**src/gsc_pkg.sv**
```systemverilog
// Purpose: shared constants for the pin, sync and calibration control bank
// Assumes: 8-bit register index, 16-bit register data
// Notes: offsets are the register indices used on the local register port
`default_nettype none

package gsc_pkg;

	// register port geometry
	localparam int GSC_AW = 8;
	localparam int GSC_DW = 16;

	// register offsets
	localparam logic [7:0] GSC_OFS_PIN_SYNC_CFG = 8'h4f;
	localparam logic [7:0] GSC_OFS_PIN_OUT_CAL = 8'h50;
	localparam logic [7:0] GSC_OFS_HOLD_GATE = 8'h5f;

	// values after reset, reserved fields at their defaults
	localparam logic [15:0] GSC_RST_PIN_SYNC_CFG = 16'h2090;
	localparam logic [15:0] GSC_RST_PIN_OUT_CAL = 16'h0000;
	localparam logic [15:0] GSC_RST_HOLD_GATE = 16'h0000;

	// field positions in the pin and sync configuration register
	localparam int GSC_BIT_PIN_B_OE = 6;
	localparam int GSC_BIT_PIN_B_IE = 5;
	localparam int GSC_BIT_SYNC_HI = 3;
	localparam int GSC_BIT_SYNC_LO = 2;
	localparam int GSC_BIT_PIN_A_IE = 1;

	// field positions in the output source and calibration register
	localparam int GSC_BIT_PIN_B_SRC = 6;
	localparam int GSC_BIT_CAL_START = 5;

	// field positions in the hold and clock gate register
	localparam int GSC_BIT_SLOT_B_HOLD = 2;
	localparam int GSC_BIT_SLOT_A_HOLD = 1;
	localparam int GSC_BIT_FAST_GATE = 0;

	// number of time slots with result freeze
	localparam int GSC_SLOTS = 2;

	// sample trigger source codes
	typedef enum logic [1:0] {
		GSC_TRIG_TIMER = 2'b00,
		GSC_TRIG_PIN_A = 2'b01,
		GSC_TRIG_PIN_B = 2'b10,
		GSC_TRIG_RSVD = 2'b11
	} gsc_trig_t;

endpackage : gsc_pkg

`default_nettype wire

```
**src/gsc_regs.sv**
```systemverilog
// Purpose: pin direction, sample trigger select, fast clock calibration
//   start and gate, and per-slot result freeze control bank
// Assumes: all inputs synchronous to i_mclk; register port driven by the
//   serial configuration front end of the device
// Notes: every output is registered, one cycle behind its cause
`default_nettype none

module gsc_regs
	import gsc_pkg::*;
(
	input wire logic i_mclk, // 50 MHz system clock
	input wire logic i_nrst, // synchronous reset, active low
	input wire logic i_wr_en, // register write strobe
	input wire logic i_rd_en, // register read strobe
	input wire logic [GSC_AW-1:0] i_addr, // register index
	input wire logic [GSC_DW-1:0] i_wr_data, // write data
	output logic [GSC_DW-1:0] o_rd_data, // read data, held until next read
	output logic o_rd_valid, // read data valid pulse
	input wire logic i_aux_pin_a_in, // pin A level from pad
	input wire logic i_aux_pin_b_in, // pin B level from pad
	output logic o_aux_pin_a_in_en, // pin A input buffer enable
	output logic o_aux_pin_b_in_en, // pin B input buffer enable
	output logic o_aux_pin_b_oe, // pin B output driver enable
	output logic o_aux_pin_b_out, // pin B output level
	input wire logic i_afe_pwrdn, // analog front end power-down
	input wire logic i_timer_tick, // divided 32 kHz sample tick
	output logic o_sample_start, // one-cycle sample cycle start
	output logic o_calib_start, // one-cycle ratio calculation start
	output logic o_fast_clock_gate, // fast clock enable level
	input wire logic i_slot_a_new, // slot A result ready to store
	input wire logic i_slot_b_new, // slot B result ready to store
	output logic o_slot_a_load, // slot A result register load pulse
	output logic o_slot_b_load // slot B result register load pulse
);

	// register file
	logic [GSC_DW-1:0] cfg_q, cfg_d; // pin and sync configuration
	logic [GSC_DW-1:0] ctl_q, ctl_d; // output source and calib start
	logic [GSC_DW-1:0] hold_q, hold_d; // slot hold and clock gate
	logic [GSC_DW-1:0] rd_data_d; // next read data
	logic rd_valid_d; // next read valid

	// register file next state: full words are stored, reserved bits too
	always_comb begin
		cfg_d = cfg_q;
		ctl_d = ctl_q;
		hold_d = hold_q;
		rd_data_d = o_rd_data;
		rd_valid_d = i_rd_en;
		if (i_wr_en) begin
			// unmapped writes are dropped silently
			case (i_addr)
				GSC_OFS_PIN_SYNC_CFG: cfg_d = i_wr_data;
				GSC_OFS_PIN_OUT_CAL: ctl_d = i_wr_data;
				GSC_OFS_HOLD_GATE: hold_d = i_wr_data;
				default: ;
			endcase
		end
		if (i_rd_en) begin
			// a read in the write cycle returns the old contents
			case (i_addr)
				GSC_OFS_PIN_SYNC_CFG: rd_data_d = cfg_q;
				GSC_OFS_PIN_OUT_CAL: rd_data_d = ctl_q;
				GSC_OFS_HOLD_GATE: rd_data_d = hold_q;
				default: rd_data_d = '0;
			endcase
		end
	end

	// register file flops
	always_ff @(posedge i_mclk) begin
		if (!i_nrst) begin
			cfg_q <= GSC_RST_PIN_SYNC_CFG;
			ctl_q <= GSC_RST_PIN_OUT_CAL;
			hold_q <= GSC_RST_HOLD_GATE;
			o_rd_data <= '0;
			o_rd_valid <= 1'b0;
		end else begin
			cfg_q <= cfg_d;
			ctl_q <= ctl_d;
			hold_q <= hold_d;
			o_rd_data <= rd_data_d;
			o_rd_valid <= rd_valid_d;
		end
	end

	// pin control and sample trigger
	gsc_trig_t trig_src; // decoded trigger source
	logic pin_a_prev_q, pin_a_prev_d; // last pin A level
	logic pin_b_prev_q, pin_b_prev_d; // last pin B level
	logic start_d; // next sample start
	logic pin_a_ie_d, pin_b_ie_d, pin_b_oe_d, pin_b_out_d;

	assign trig_src = gsc_trig_t'(cfg_q[GSC_BIT_SYNC_HI:GSC_BIT_SYNC_LO]);

	// pads follow the new register value so a write shows one cycle later
	always_comb begin
		pin_a_prev_d = i_aux_pin_a_in;
		pin_b_prev_d = i_aux_pin_b_in;
		pin_b_oe_d = cfg_d[GSC_BIT_PIN_B_OE];
		pin_b_ie_d = cfg_d[GSC_BIT_PIN_B_IE];
		pin_a_ie_d = cfg_d[GSC_BIT_PIN_A_IE];
		// driven low unless the power-down source is chosen
		pin_b_out_d = pin_b_oe_d & ctl_d[GSC_BIT_PIN_B_SRC]
			& i_afe_pwrdn;
		// a pin trigger is a rising edge on an enabled input path; the timer tick level passes straight through
		case (trig_src)
			GSC_TRIG_TIMER: start_d = i_timer_tick;
			GSC_TRIG_PIN_A: start_d = cfg_q[GSC_BIT_PIN_A_IE]
				& i_aux_pin_a_in & ~pin_a_prev_q;
			GSC_TRIG_PIN_B: start_d = cfg_q[GSC_BIT_PIN_B_IE]
				& i_aux_pin_b_in & ~pin_b_prev_q;
			// reserved code: no trigger at all, safer than guessing
			default: start_d = 1'b0;
		endcase
	end

	// pin control flops
	always_ff @(posedge i_mclk) begin
		if (!i_nrst) begin
			pin_a_prev_q <= 1'b0;
			pin_b_prev_q <= 1'b0;
			o_aux_pin_a_in_en <= 1'b0;
			o_aux_pin_b_in_en <= 1'b0;
			o_aux_pin_b_oe <= 1'b0;
			o_aux_pin_b_out <= 1'b0;
			o_sample_start <= 1'b0;
		end else begin
			pin_a_prev_q <= pin_a_prev_d;
			pin_b_prev_q <= pin_b_prev_d;
			o_aux_pin_a_in_en <= pin_a_ie_d;
			o_aux_pin_b_in_en <= pin_b_ie_d;
			o_aux_pin_b_oe <= pin_b_oe_d;
			o_aux_pin_b_out <= pin_b_out_d;
			o_sample_start <= start_d;
		end
	end

	// calibration start and fast clock gate
	logic cal_start_d; // next calibration start pulse
	logic gate_d; // next fast clock gate

	// only a 0 to 1 change starts; rewriting 1 does nothing
	always_comb begin
		cal_start_d = ctl_d[GSC_BIT_CAL_START]
			& ~ctl_q[GSC_BIT_CAL_START];
		gate_d = hold_d[GSC_BIT_FAST_GATE];
	end

	// calibration flops
	always_ff @(posedge i_mclk) begin
		if (!i_nrst) begin
			o_calib_start <= 1'b0;
			o_fast_clock_gate <= 1'b0;
		end else begin
			o_calib_start <= cal_start_d;
			o_fast_clock_gate <= gate_d;
		end
	end

	// per-slot result freeze
	logic [GSC_SLOTS-1:0] slot_new; // index 0 slot A, 1 slot B
	logic [GSC_SLOTS-1:0] slot_hold; // current hold bits
	logic [GSC_SLOTS-1:0] load_q, load_d; // result load pulses

	assign slot_new = {i_slot_b_new, i_slot_a_new};
	assign slot_hold = {hold_q[GSC_BIT_SLOT_B_HOLD],
		hold_q[GSC_BIT_SLOT_A_HOLD]};

	// a result arriving while held is lost, not queued; keeps set coherent
	for (genvar s = 0; s < GSC_SLOTS; s++) begin : g_slot
		always_comb begin
			load_d[s] = slot_new[s] & ~slot_hold[s];
		end
		always_ff @(posedge i_mclk) begin
			if (!i_nrst) begin
				load_q[s] <= 1'b0;
			end else begin
				load_q[s] <= load_d[s];
			end
		end
	end

	assign o_slot_a_load = load_q[0];
	assign o_slot_b_load = load_q[1];
endmodule : gsc_regs

`default_nettype wire

```
**config.mk**
```make
export PLATFORM = sky130hd
export DESIGN_NAME = gsc_regs
export DESIGN_NICKNAME = d
export VERILOG_FILES = /design/src/gsc_pkg.sv /design/src/gsc_regs.sv
export SDC_FILE = /design/constraint.sdc
export NUM_CORES = 1
export LEC_CHECK = 0
export BUFFER_PORTS_ARGS = -buffer_cell sky130_fd_sc_hd__buf_2
export CAP_MARGIN = 40
export CELL_PAD_IN_SITES_DETAIL_PLACEMENT = 0
export CELL_PAD_IN_SITES_GLOBAL_PLACEMENT = 2
export CORE_ASPECT_RATIO = 0.7
export CORE_UTILIZATION = 32
export CTS_CLUSTER_DIAMETER = 40
export DETAILED_ROUTE_END_ITERATION = 7
export MAX_ROUTING_LAYER = met4
export PLACE_DENSITY_LB_ADDON = 0.1
export SLEW_MARGIN = 10
export SYNTH_ARGS = -nofsm -noshare
export SYNTH_HDL_FRONTEND = slang
export SYNTH_SLANG_ARGS = --single-unit
```
**constraint.sdc**
```tcl
create_clock -name i_mclk -period 1.7 [get_ports i_mclk]
set_clock_uncertainty 0.15 [all_clocks]
set_input_delay 0.17 -clock i_mclk [delete_from_list [all_inputs] [get_ports i_mclk]]
set_output_delay 0.17 -clock i_mclk [all_outputs]
set_load 0.02 [all_outputs]
```
Yosys cells after proc, flatten, opt, wreduce, memory -nomap -nowiden
Index checks and enable logic that the tools add are counted.
Cells by class
  equal/unequal tests: 5
  multiplexer cells: 6
  bitwise operators: 14
  reductions and logical operators: 4
Operators with widths (number)
  $pmux 16 s3: 1
  $mux 7: 4
  $eq 8x7->1 const B: 3
  $and 1x1->1: 9
  $reduce_and 2->1: 3
  $not 1->1: 5
  $pmux 1 s3: 1
  $eq 2x1->1 const B: 1
  $eq 2x2->1 const B: 1
  $logic_not 2->1: 1
Storage, ports and cells
  flip-flop bits (word level): 75
  input port bits: 34
  output and inout port bits: 26

Longest topological paths before layout
Gate-level depths: netlist (run 1).
  word-level depth: 5
  mapped depth: 7

Least setup slack after synthesis (run 1)
Ideal clock, no wire load.
  path kind: input port to flip-flop
  start: in i_addr[2]
  end: reg o_aux_pin_b_out
  arrival: 1.277 ns
  setup slack: 0.214 ns
  cell stages on the path: 5
  buffers on the path: 1
  cells stage by stage: nor4_4 -> and3_1 -> buf_4 -> mux2i_1 -> and3b_1
Between the ends
  word-level cells in the longest chain between the ends: 5
RTL lines
  start: declaration: RTL line gsc_regs.sv:15  | input wire logic [GSC_AW-1:0] i_addr,
  $eq 8x7->1: RTL line gsc_regs.sv:52  | case (i_addr)
  $mux 7: RTL line gsc_regs.sv:52
  $mux 7: RTL line gsc_regs.sv:50  | if (i_wr_en) begin
  $and 1x1->1 *: RTL line gsc_regs.sv:104  | pin_b_out_d = pin_b_oe_d & ctl_d[GSC_BIT_PIN_B_SRC]
  $and 1x1->1 *: RTL line gsc_regs.sv:105  | & i_afe_pwrdn;
  end signal: assignment: RTL line gsc_regs.sv:134  | o_aux_pin_b_out <= pin_b_out_d;
  end: declaration: RTL line gsc_regs.sv:24  | output logic o_aux_pin_b_out,
Mark *: on every way between the ends. The rest lies on a longest branch, timed or not.
A chain may end at the register's enable or synchronous reset.

Worst setup path in the final report (run 1)
  start: in i_addr[4]
  end: reg o_aux_pin_b_out
Same word-level chain as after synthesis.

==> results of run 1 <==
layout make-up:
type,instances,area (um2)
Tap cell,120,150
Fill cell,854,4660
Timing Repair Buffer,106,731
Sequential cell,72,1440
Multi-Input combinational cell,238,1350
Clock inverter,2,35.0
Clock buffer,14,284
worst reg2reg max path: cells and delay by family (launching register included):
family                 cells  cell delay [ns]
AO/OA/AOI/OAI              3             0.48
flip-flops                 1             0.30
buffers and inverters      1             0.14
cells by family after synthesis:
group	after synthesis
AO/OA/AOI/OAI	94
buffers and inverters	24
flip-flops	72
multiplexers	2
AND/OR/NAND/NOR	142
worst paths after layout:
path | endpoint | cells past startpoint | slack (ns) | from
setup / recovery | o_aux_pin_b_out$_SDFF_PN0_ | 6 | 0.22 | i_addr[4]
hold / removal | o_rd_valid$_SDFF_PN0_ | 2 | 0.03 | i_nrst
setup reg to reg | o_rd_data[9]$_SDFFE_PN0P_ | 4 | 0.52 | ctl_q[9]$_SDFFE_PN0P_
hold reg to reg | o_rd_data[10]$_SDFFE_PN0P_ | 2 | 0.29 | o_rd_data[10]$_SDFFE_PN0P_
layer usage:
| metal | GRT usage (%) | routed length (um) | vias to the layer above |
|---|---|---|---|
| li1 | - | - | 1331 |
| met1 | 29.8 | 4750 | 1161 |
| met2 | 25.1 | 3040 | 82 |
| met3 | 5.68 | 627 | 7 |
| met4 | 6.54 | 63 | 0 |
| met5 | - | 0 | - |
through the flow:
step | total power [mW] | TNS, ns | util (%) | hold slack, ns
6_report | 3.88 | 0 | 46.2 | 0.0304
5_1_grt | 4.02 | 0 | 46.2 | 0.0393
4_1_cts | 3.95 | 0 | 46.2 | 0.0191
3_5_place_dp | 1.90 | -0.358 | 39.8 | 0.244
3_3_place_gp | 1.90 | -0.240 | 39.8 | 0.240
2_1_floorplan | 1.81 | 0 | - | 0.143
synth_stat cells (2+ instances only):
cell type / number / area (um2)
nand2_1: 114 / 428
dfxtp_1: 72 / 1440
a21boi_0: 31 / 233
a22o_1: 16 / 140
a22oi_1: 16 / 120
a21boi_1: 12 / 90.1
o21ai_1: 10 / 50.1
buf_2: 9 / 45.0
clkbuf_1: 9 / 33.8
nand3_1: 6 / 30.0
o21ai_0: 6 / 30.0
and2_1: 4 / 25.0
buf_4: 4 / 30.0
and3_1: 3 / 18.8
nor2_1: 3 / 11.3
nor2b_1: 3 / 18.8
a21oi_1: 2 / 10.0
mux2i_1: 2 / 20.0
flip-flops by register name, indices dropped and copies added, names as in the netlist:
| name | count |
|---|---|
| o_calib_start | 1 |
| o_slot_a_load | 1 |
| hold_q | 16 |
| o_rd_data | 16 |
| pin_a_prev_q | 1 |
| o_slot_b_load | 1 |
| cfg_q | 16 |
| o_sample_start | 1 |
| o_aux_pin_b_out | 1 |
| o_rd_valid | 1 |
| pin_b_prev_q | 1 |
| ctl_q | 16 |
where the power goes:
part,switching (mW),internal [mW],total [mW]
clock,0.680,1.29,1.97
combinational,0.0999,0.106,0.206
sequential,0.00246,1.70,1.70
what timing repair did:
action / 4_1_cts / 5_1_grt
endpoints found under the hold margin: 54 / 0
setup endpoints to repair: 0 / 0
resized for setup: 0 / 0
hold buffers: 23 / 0
==> impl_metrics.toml, run 1 <==
[place]
dpl.cell_count = 513
placedInstanceArea_um2 = 3440
gp_congestion = 0.742
place.detailed.hpwl_um = 5970
dp_slack_ns = -0.122
io_buffer_count = 59

[yosys]
synth_compound_area_share_pct = 23.4
syn-num-nets = 368
synth-edff-count = 0
synth_fa_ha_area_share_pct = 0
ys_async_sr_fraction_pct = 0
yosys_register_bits = 72
synthFlopType = "dfxtp_1"
ys_seq_area_share_pct = 49.4
yosys.area_share.simple_pct = 22.3
synth_top_family_by_area = "compound AO/OA/AOI/OAI gates"
synthCells = 334
yosysUniqueCellTypes = 30
avgSynthCellArea_um2 = 8.74
syn_area_um2 = 2920
synth-xor-area-share_pct = 0
synthMuxAreaShare_pct = 0.686
ys_warn_count = 0

[grt]
grt_pass1_vias = 2425
track_usage_pct = 20.1
antenna_found_initial = 0
grt_max_degree = 57
grt_pass1_wl_um = 13200
gr-total-overflow = 0

[timing]
fin_crit_ns = 1.48
worst_pin_slew_ns = 0.432
hold_violations = 0
rsz0062_at_grt = "no"
timing.final.crit_share_pct = 87.1
setup_viol = 0
finalWorstSetupSlack_ns = 0.218
relSlewSlack_pct = 71.2
fmax_mhz = 675
drv_slew = 0

[setup_path]
critPathRequiredTime_ns = 1.82
crit_path_max_incr_delay_ns = 0.37
critPathLaunchType = "input port"
cp-end-kind = "register"
worstPathMaxFanout = 8
crit_family = "simple AND/OR/NAND/NOR gates"
crit_chain = "buf_2 -> buf_4 -> and4bb_2 -> and3_1 -> mux2i_1 -> and3b_1"
crit_path_top_delay_cell = "and4bb_2"
path_class = "in2reg"
crit_arrival_ns = 1.61
crit_buf_inv = 2

[routing]
routedWlPerCell_um = 15.4
ant_nets = 0
drtIter0Drc = 182
drt_wl_total_um = 8480
drcViolationCount = 0
vias_per_cell = 4.68
first_pass_iters = 4
via_count = 2581

[clock_tree]
post-cts-setup-buffers = 0
cts_root_buf = "clkbuf_16"
path_clk_slew_ns = 0.06
htreeDepth = 3
clkSinkCount = 72
cts_buffers = 9
cts_tree = "built"
clk_latency_ns = 0.33
clockBufferDepth = 2

[floorplan]
die-area_um2 = 9510
die_y_um = 81.9
ios = 60
start_util_pct = 33.7
fp-row-count = 28
core-area_um2 = 8650
die-width_um = 116

[power]
cellLeakagePower_nw = 1.56
vdd_ir_drop_max_mv = 0.490
p_per_area_nw_per_um2 = 971

[cells_and_area]
final_cell_mix = "nand2_1 (114), dfxtp_1 (72), buf_2 (59), a21boi_0 (31), dlygate4sd3_1 (23)"
diodes = 0
fin_cells = 552
mostFrequentLayoutCell = "nand2_1"
layout-drive-gt1-share_pct = 23.8
fin_area_um2 = 3990
nNetsFinal = 461
syn_to_final_growth_pct = 36.8

[hold_path]
hp-class = "in2reg"

[job]
maxCapViolCount = 0

[status]
status = "completed"
Note: power is estimated with default switching activity, not from simulation.
==> run 2: changes to the inputs <==
BUFFER_PORTS_ARGS = not set   (was -buffer_cell sky130_fd_sc_hd__buf_2)
CORE_UTILIZATION = 37   (was 32)
DONT_BUFFER_PORTS = 1   (was not set)
==> run 2 against run 1 <==
Clock power down 16%. Power down 9.4%. Via count down 5.5%. Global-route usage up 3.2 points. Worst setup slack worse by 0.15 ns. Sequential power about the same. Non-clock buffer count down 50. Cell area down 7.3%. Count of clock-buffer cells in the layout down 5. Largest cell class unchanged.
==> impl_metrics.toml, run 2 (same netlist as run 1, synthesis figures left out) <==
[place]
place.detailed.hpwl_um = 5600
gp_congestion = 0.719
io_buffer_count = 0
placedInstanceArea_um2 = 3050
dpl.cell_count = 423

[routing]
vias_per_cell = 5.08
drcViolationCount = 0
routedWlPerCell_um = 17.8
first_pass_iters = 4
drt_wl_total_um = 8540
via_count = 2438
drtIter0Drc = 194
ant_nets = 0

[clock_tree]
clkSinkCount = 72
path_clk_slew_ns = 0.08
cts_root_buf = "clkbuf_8"
htreeDepth = 3
cts_buffers = 9
cts_tree = "built"
clockBufferDepth = 2
clk_latency_ns = 0.35

[floorplan]
die_y_um = 76.3
ios = 60
fp-row-count = 26
core-area_um2 = 7450
die-width_um = 108
die-area_um2 = 8250
start_util_pct = 39.2

[timing]
fmax_mhz = 615
whs_ns = 0.00108
timing.final.crit_share_pct = 95.7
hold_violations = 0
finalSetupTns_ns = 0
relSlewSlack_pct = 71.7
worst_pin_slew_ns = 0.425
fin_crit_ns = 1.63
setup_viol = 0
drv_slew = 0

[status]
status = "completed"

[job]
maxCapViolCount = 0

[power]
vdd_ir_drop_max_mv = 0.362
cellLeakagePower_nw = 1.29
p_per_area_nw_per_um2 = 949

[hold_path]
hp-class = "in2reg"

[grt]
gr-total-overflow = 0
grt_pass1_vias = 2388
track_usage_pct = 23.2
grt_pass1_wl_um = 13800
antenna_found_initial = 0
grt_max_degree = 57

[setup_path]
critPathLaunchType = "input port"
rrSetupSlack_ns = 0.14
crit_arrival_ns = 1.71
critPathRequiredTime_ns = 1.79
cp-end-kind = "register"
worstPathMaxFanout = 15
path_class = "in2reg"

[cells_and_area]
fill_cells = 740
syn_to_final_growth_pct = 26.8
mostFrequentLayoutCell = "nand2_1"
regArea_um2 = 1440
final_cell_mix = "nand2_1 (114), dfxtp_1 (72), dlygate4sd3_1 (33), a21boi_0 (31), buf_4 (18)"
nNetsFinal = 411
layout-drive-gt1-share_pct = 11.5
fin_cells = 480
diodes = 0
multiInputGateArea_um2 = 1360
fin_area_um2 = 3700
[run 2: cell count changes in the layout (fill, tap and decap cells not counted), sizes merged]
cell          before  now
dlygate4sd3       23   33
clkbuf            14    9
inv                0    1
bufinv             1    3
buf               83   22
clkinvlp           0    2
dlymetal6s4s       0    1
[run 2: stage by stage]
stage / setup slack (ns) / power [mW] / utilization (%)
after global routing: -0.0157 / 3.63 / 49.7
after floorplan: 0.214 / 1.81 / -
after global placement: 0.112 / 1.80 / 40.7
final: 0.0734 / 3.52 / 49.7
after detailed placement: 0.0921 / 1.81 / 40.9
after CTS: 0.0547 / 3.54 / 49.0
[run 2: layout make-up]
type	instances	share of cell area (%)
Sequential cell	72	38.9
Multi-Input combinational cell	238	36.6
Timing Repair Buffer	56	14.6
Clock buffer	9	3.35
Tap cell	98	3.31
Clock inverter	7	3.21
[run 2: final timing paths]
| path | cells past startpoint | from | end |
|---|---|---|---|
| setup / recovery | 7 | i_addr[1] | cfg_q[4]$_SDFFE_PN1P_ |
| hold / removal | 2 | i_nrst | cfg_q[6]$_SDFF_PN0_ |
| setup reg to reg | 4 | hold_q[11]$_SDFFE_PN0P_ | o_rd_data[11]$_SDFFE_PN0P_ |
| hold reg to reg | 1 | hold_q[2]$_SDFFE_PN0P_ | o_slot_b_load$_SDFF_PN0_ |
[run 2: timing repair]
| item | CTS | global route |
|---|---|---|
| endpoints found under the hold margin | 72 | 0 |
| hold buffers | 35 | 0 |
| endpoints found under the setup margin | 0 | 6 |
| resized for setup | 0 | 3 |
| setup buffers | 0 | 6 |
[run 2: power breakdown]
group	internal [mW]	leakage [nW]	total, mW	switching [mW]
clock network	0.976	0.116	1.65	0.678
logic	0.0836	0.590	0.157	0.0732
registers	1.69	0.581	1.70	0.00984
total	2.75	1.29	3.52	0.761
[run 2: worst max-delay path, stage by stage]
cell,delay (ns)
and4_1,0.25
buf_4,0.20
nand3_1,0.15
buf_6,0.21
nand2_1,0.08
nand3_1,0.07
dlygate4sd3_1,0.58
[run 2: per-layer routing]
layer | GRT usage [%] | vias up | wire [um] | share of wire, %
met5 | - | - | 0 | 0
met2 | 29.0 | 80 | 3200 | 37
met3 | 6.84 | 9 | 720 | 8.4
li1 | - | 1234 | - | -
met4 | 6.99 | 0 | 80 | 0.94
met1 | 34.9 | 1115 | 4550 | 53
==> run 3: changes to the inputs <==
--- a/config.mk
+++ b/config.mk
@@ -6,12 +6,13 @@
 export NUM_CORES = 1
 export LEC_CHECK = 0
+export ABC_AREA = 1
+export BUFFER_PORTS_ARGS = -buffer_cell sky130_fd_sc_hd__buf_2
 export CAP_MARGIN = 40
 export CELL_PAD_IN_SITES_DETAIL_PLACEMENT = 0
 export CELL_PAD_IN_SITES_GLOBAL_PLACEMENT = 2
 export CORE_ASPECT_RATIO = 0.7
-export CORE_UTILIZATION = 37
+export CORE_UTILIZATION = 30
 export CTS_CLUSTER_DIAMETER = 40
 export DETAILED_ROUTE_END_ITERATION = 7
-export DONT_BUFFER_PORTS = 1
 export MAX_ROUTING_LAYER = met4
 export PLACE_DENSITY_LB_ADDON = 0.1
==> constraint.sdc (replaced) <==
create_clock -name i_mclk -period 1.7 [get_ports i_mclk]
set_clock_uncertainty 0.15 [all_clocks]
set_input_delay 0 -clock i_mclk [delete_from_list [all_inputs] [get_ports i_mclk]]
set_output_delay 0 -clock i_mclk [all_outputs]
set_load 0.02 [all_outputs]
==> run 3 against run 2 <==
Sequential share of layout area fell by 3.7 points. Sequential power barely moved. Wire length rose by 2.5%. Synthesized cell count rose by 20%. Cell area rose by 11%. Critical path type unchanged. Power rose by 21%. Core utilization fell by 5.8 points. First-iteration DRC count fell by 19%. Highest routed layer unchanged. Register-to-register slack improved by 0.12 ns. Critical endpoint unchanged. Area after synthesis rose by 1.6%. Die area rose by 25%.
==> impl_metrics.toml, run 3 <==
[status]
status = "completed"

[clock_tree]
clkSinkCount = 72
cts_buffers = 9
path_clk_slew_ns = 0.06
clockBufferDepth = 2
cts_root_buf = "clkbuf_16"
htreeDepth = 3
clk_latency_ns = 0.33
cts_tree = "built"

[power]
clkPwrFrac_pct = 54.6
vdd_ir_drop_max_mv = 0.514
p_per_area_nw_per_um2 = 1040
p_comb_share_pct = 5.5
power_frac_seq_pct = 40.0
switching_share_pct = 19.7
cellLeakagePower_nw = 1.67
p_switching_mw = 0.840
p_int_mw = 3.42

[hold_path]
hp-class = "in2reg"
hold_end = "cfg_q[1]$_SDFFE_PN0P_"
hold_depth = 5
worstHoldStart = "i_wr_en"

[routing]
routedWlPerCell_um = 14.1
first_pass_iters = 4
drtIter0Drc = 157
drcViolationCount = 0
ant_nets = 0
vias_per_cell = 4.61
drt_wl_total_um = 8760
via_count = 2856

[timing]
setup_viol = 0
fin_crit_ns = 1.54
rsz0062_at_grt = "no"
relSlewSlack_pct = 68.0
finalSetupTns_ns = 0
fmax_mhz = 651
hold_violations = 0
timing.final.crit_share_pct = 90.4
worst_pin_slew_ns = 0.480
drv_slew = 0

[yosys]
ys_warn_count = 0
yosys-top-cells-count = "nand2_1 (103), dfxtp_1 (72), nand3_1 (71)"
syn-num-nets = 436
ys_async_sr_fraction_pct = 0
syn_area_um2 = 2970
synthCells = 402
synth_top_cell_by_area = "dfxtp_1"
netlist.area_leader.share_pct = 48.6
yosysUniqueCellTypes = 18
ys_seq_area_share_pct = 48.6
synthFlopType = "dfxtp_1"
yosys_register_bits = 72
yosys-top-cells-area = "dfxtp_1 (49%), nand2_1 (13%), nand3_1 (12%)"
yosysMostFrequentCell = "nand2_1"
avgSynthCellArea_um2 = 7.38
synth-edff-count = 0

[floorplan]
die-width_um = 121
core-area_um2 = 9330
start_util_pct = 31.8
fp-row-count = 29
die_y_um = 85.2
ios = 60
die-area_um2 = 10300

[place]
place.detailed.hpwl_um = 5670
gp_congestion = 0.760
dpl.cell_count = 570
placedInstanceArea_um2 = 3390
io_buffer_count = 59

[cells_and_area]
fin_area_um2 = 4100
layout-drive-gt1-share_pct = 19.8
nNetsFinal = 525
fin_cells = 620
final_cell_mix = "nand2_1 (103), dfxtp_1 (72), nand3_1 (71), a21oi_1 (59), buf_2 (59)"
syn_to_final_growth_pct = 38.1
mostFrequentLayoutCell = "nand2_1"
diodes = 0

[grt]
antenna_found_initial = 0
gr-total-overflow = 0
grt_max_degree = 35
track_usage_pct = 18.9
grt_pass1_vias = 2614
grt_pass1_wl_um = 14100

[setup_path]
r2r-end = "o_aux_pin_b_out$_SDFF_PN0_"
cp-end-kind = "register"
rrSetupSlack_ns = 0.26
worstReg2RegStart = "cfg_q[6]$_SDFF_PN0_"
critPathRequiredTime_ns = 1.77
path_class = "in2reg"
crit_arrival_ns = 1.60
critPathLaunchType = "input port"
worstPathMaxFanout = 22
rr_worst_depth = 5

[job]
maxCapViolCount = 0
-- run 3: area by class of cell --
cell class              instances  area (um2)
well taps                     124         155
clock inverters                 6         130
multi-input cells             268        1260
flip-flops and latches         72        1440
clock buffers                  10         239
repair buffers                103         728
inverters                      37         139
fillers                       978        5230
-- run 3: worst max-delay path by stage --
stage	from	to	slack (ns)	cells past startpoint
after floorplan	i_addr[7]	hold_q[10]$_SDFFE_PN0P_	0.62	7
after global placement	i_addr[7]	ctl_q[6]$_SDFF_PN0_	0.27	9
final	i_nrst	cfg_q[4]$_SDFFE_PN1P_	0.16	4
after CTS	i_addr[7]	o_aux_pin_b_out$_SDFF_PN0_	0.08	10
after detailed placement	i_addr[7]	o_aux_pin_b_out$_SDFF_PN0_	0.25	9
after global routing	i_addr[2]	o_aux_pin_b_out$_SDFF_PN0_	0.04	10
-- run 3: power by group through the flow --
stage          combinational, mW  clock, mW  sequential (mW)
6_report                   0.232       2.32             1.70
5_1_grt                    0.257       2.43             1.70
3_5_place_dp               0.180          0             1.74
4_1_cts                    0.231       2.37             1.70
3_3_place_gp               0.181          0             1.74
2_1_floorplan             0.0824          0             1.74
-- run 3: critical path: stages --
cell and delay [ns]:
dlygate4sd3_1 0.53, buf_2 0.37, nand3_1 0.12, dlygate4sd3_1 0.58
-- run 3: what timing repair did --
action	4_1_cts	5_1_grt
gates resized for setup	0	0
setup buffers	0	3
hold endpoints to repair	72	0
hold buffers	31	0
endpoints found under the setup margin	0	1
-- run 3: layer usage --
layer	share of wire [%]	vias to the layer above	GRT usage, %
met4	0.87	0	5.39
met3	4.4	6	4.91
li1	-	1494	-
met2	41	56	26.1
met1	54	1300	26.8
met5	0	-	-
-- run 3: metrics by stage --
| step | setup WS (ns) | hold slack (ns) | power, mW | util (%) |
|---|---|---|---|---|
| floorplan | 0.622 | -0.0524 | 1.83 | - |
| global placement | 0.273 | 0.0479 | 1.92 | 36.4 |
| detailed placement | 0.250 | 0.0508 | 1.92 | 36.4 |
| CTS | 0.0810 | 0.0220 | 4.31 | 43.7 |
| global route | 0.0386 | 0.0403 | 4.39 | 43.9 |
| finish | 0.163 | 0.0278 | 4.26 | 43.9 |
-- run 3: cells by family (layout without fill, tap and decap cells) --
| group | after synthesis | count (layout) | share of synthesized area [%] |
|---|---|---|---|
| and+or+nand+nor | 188 | 188 | 29.0 |
| AOI/OAI and AO/OA | 80 | 80 | 13.6 |
| DFF | 72 | 72 | 48.6 |
| buffers and inverters | 62 | 156 | 8.78 |
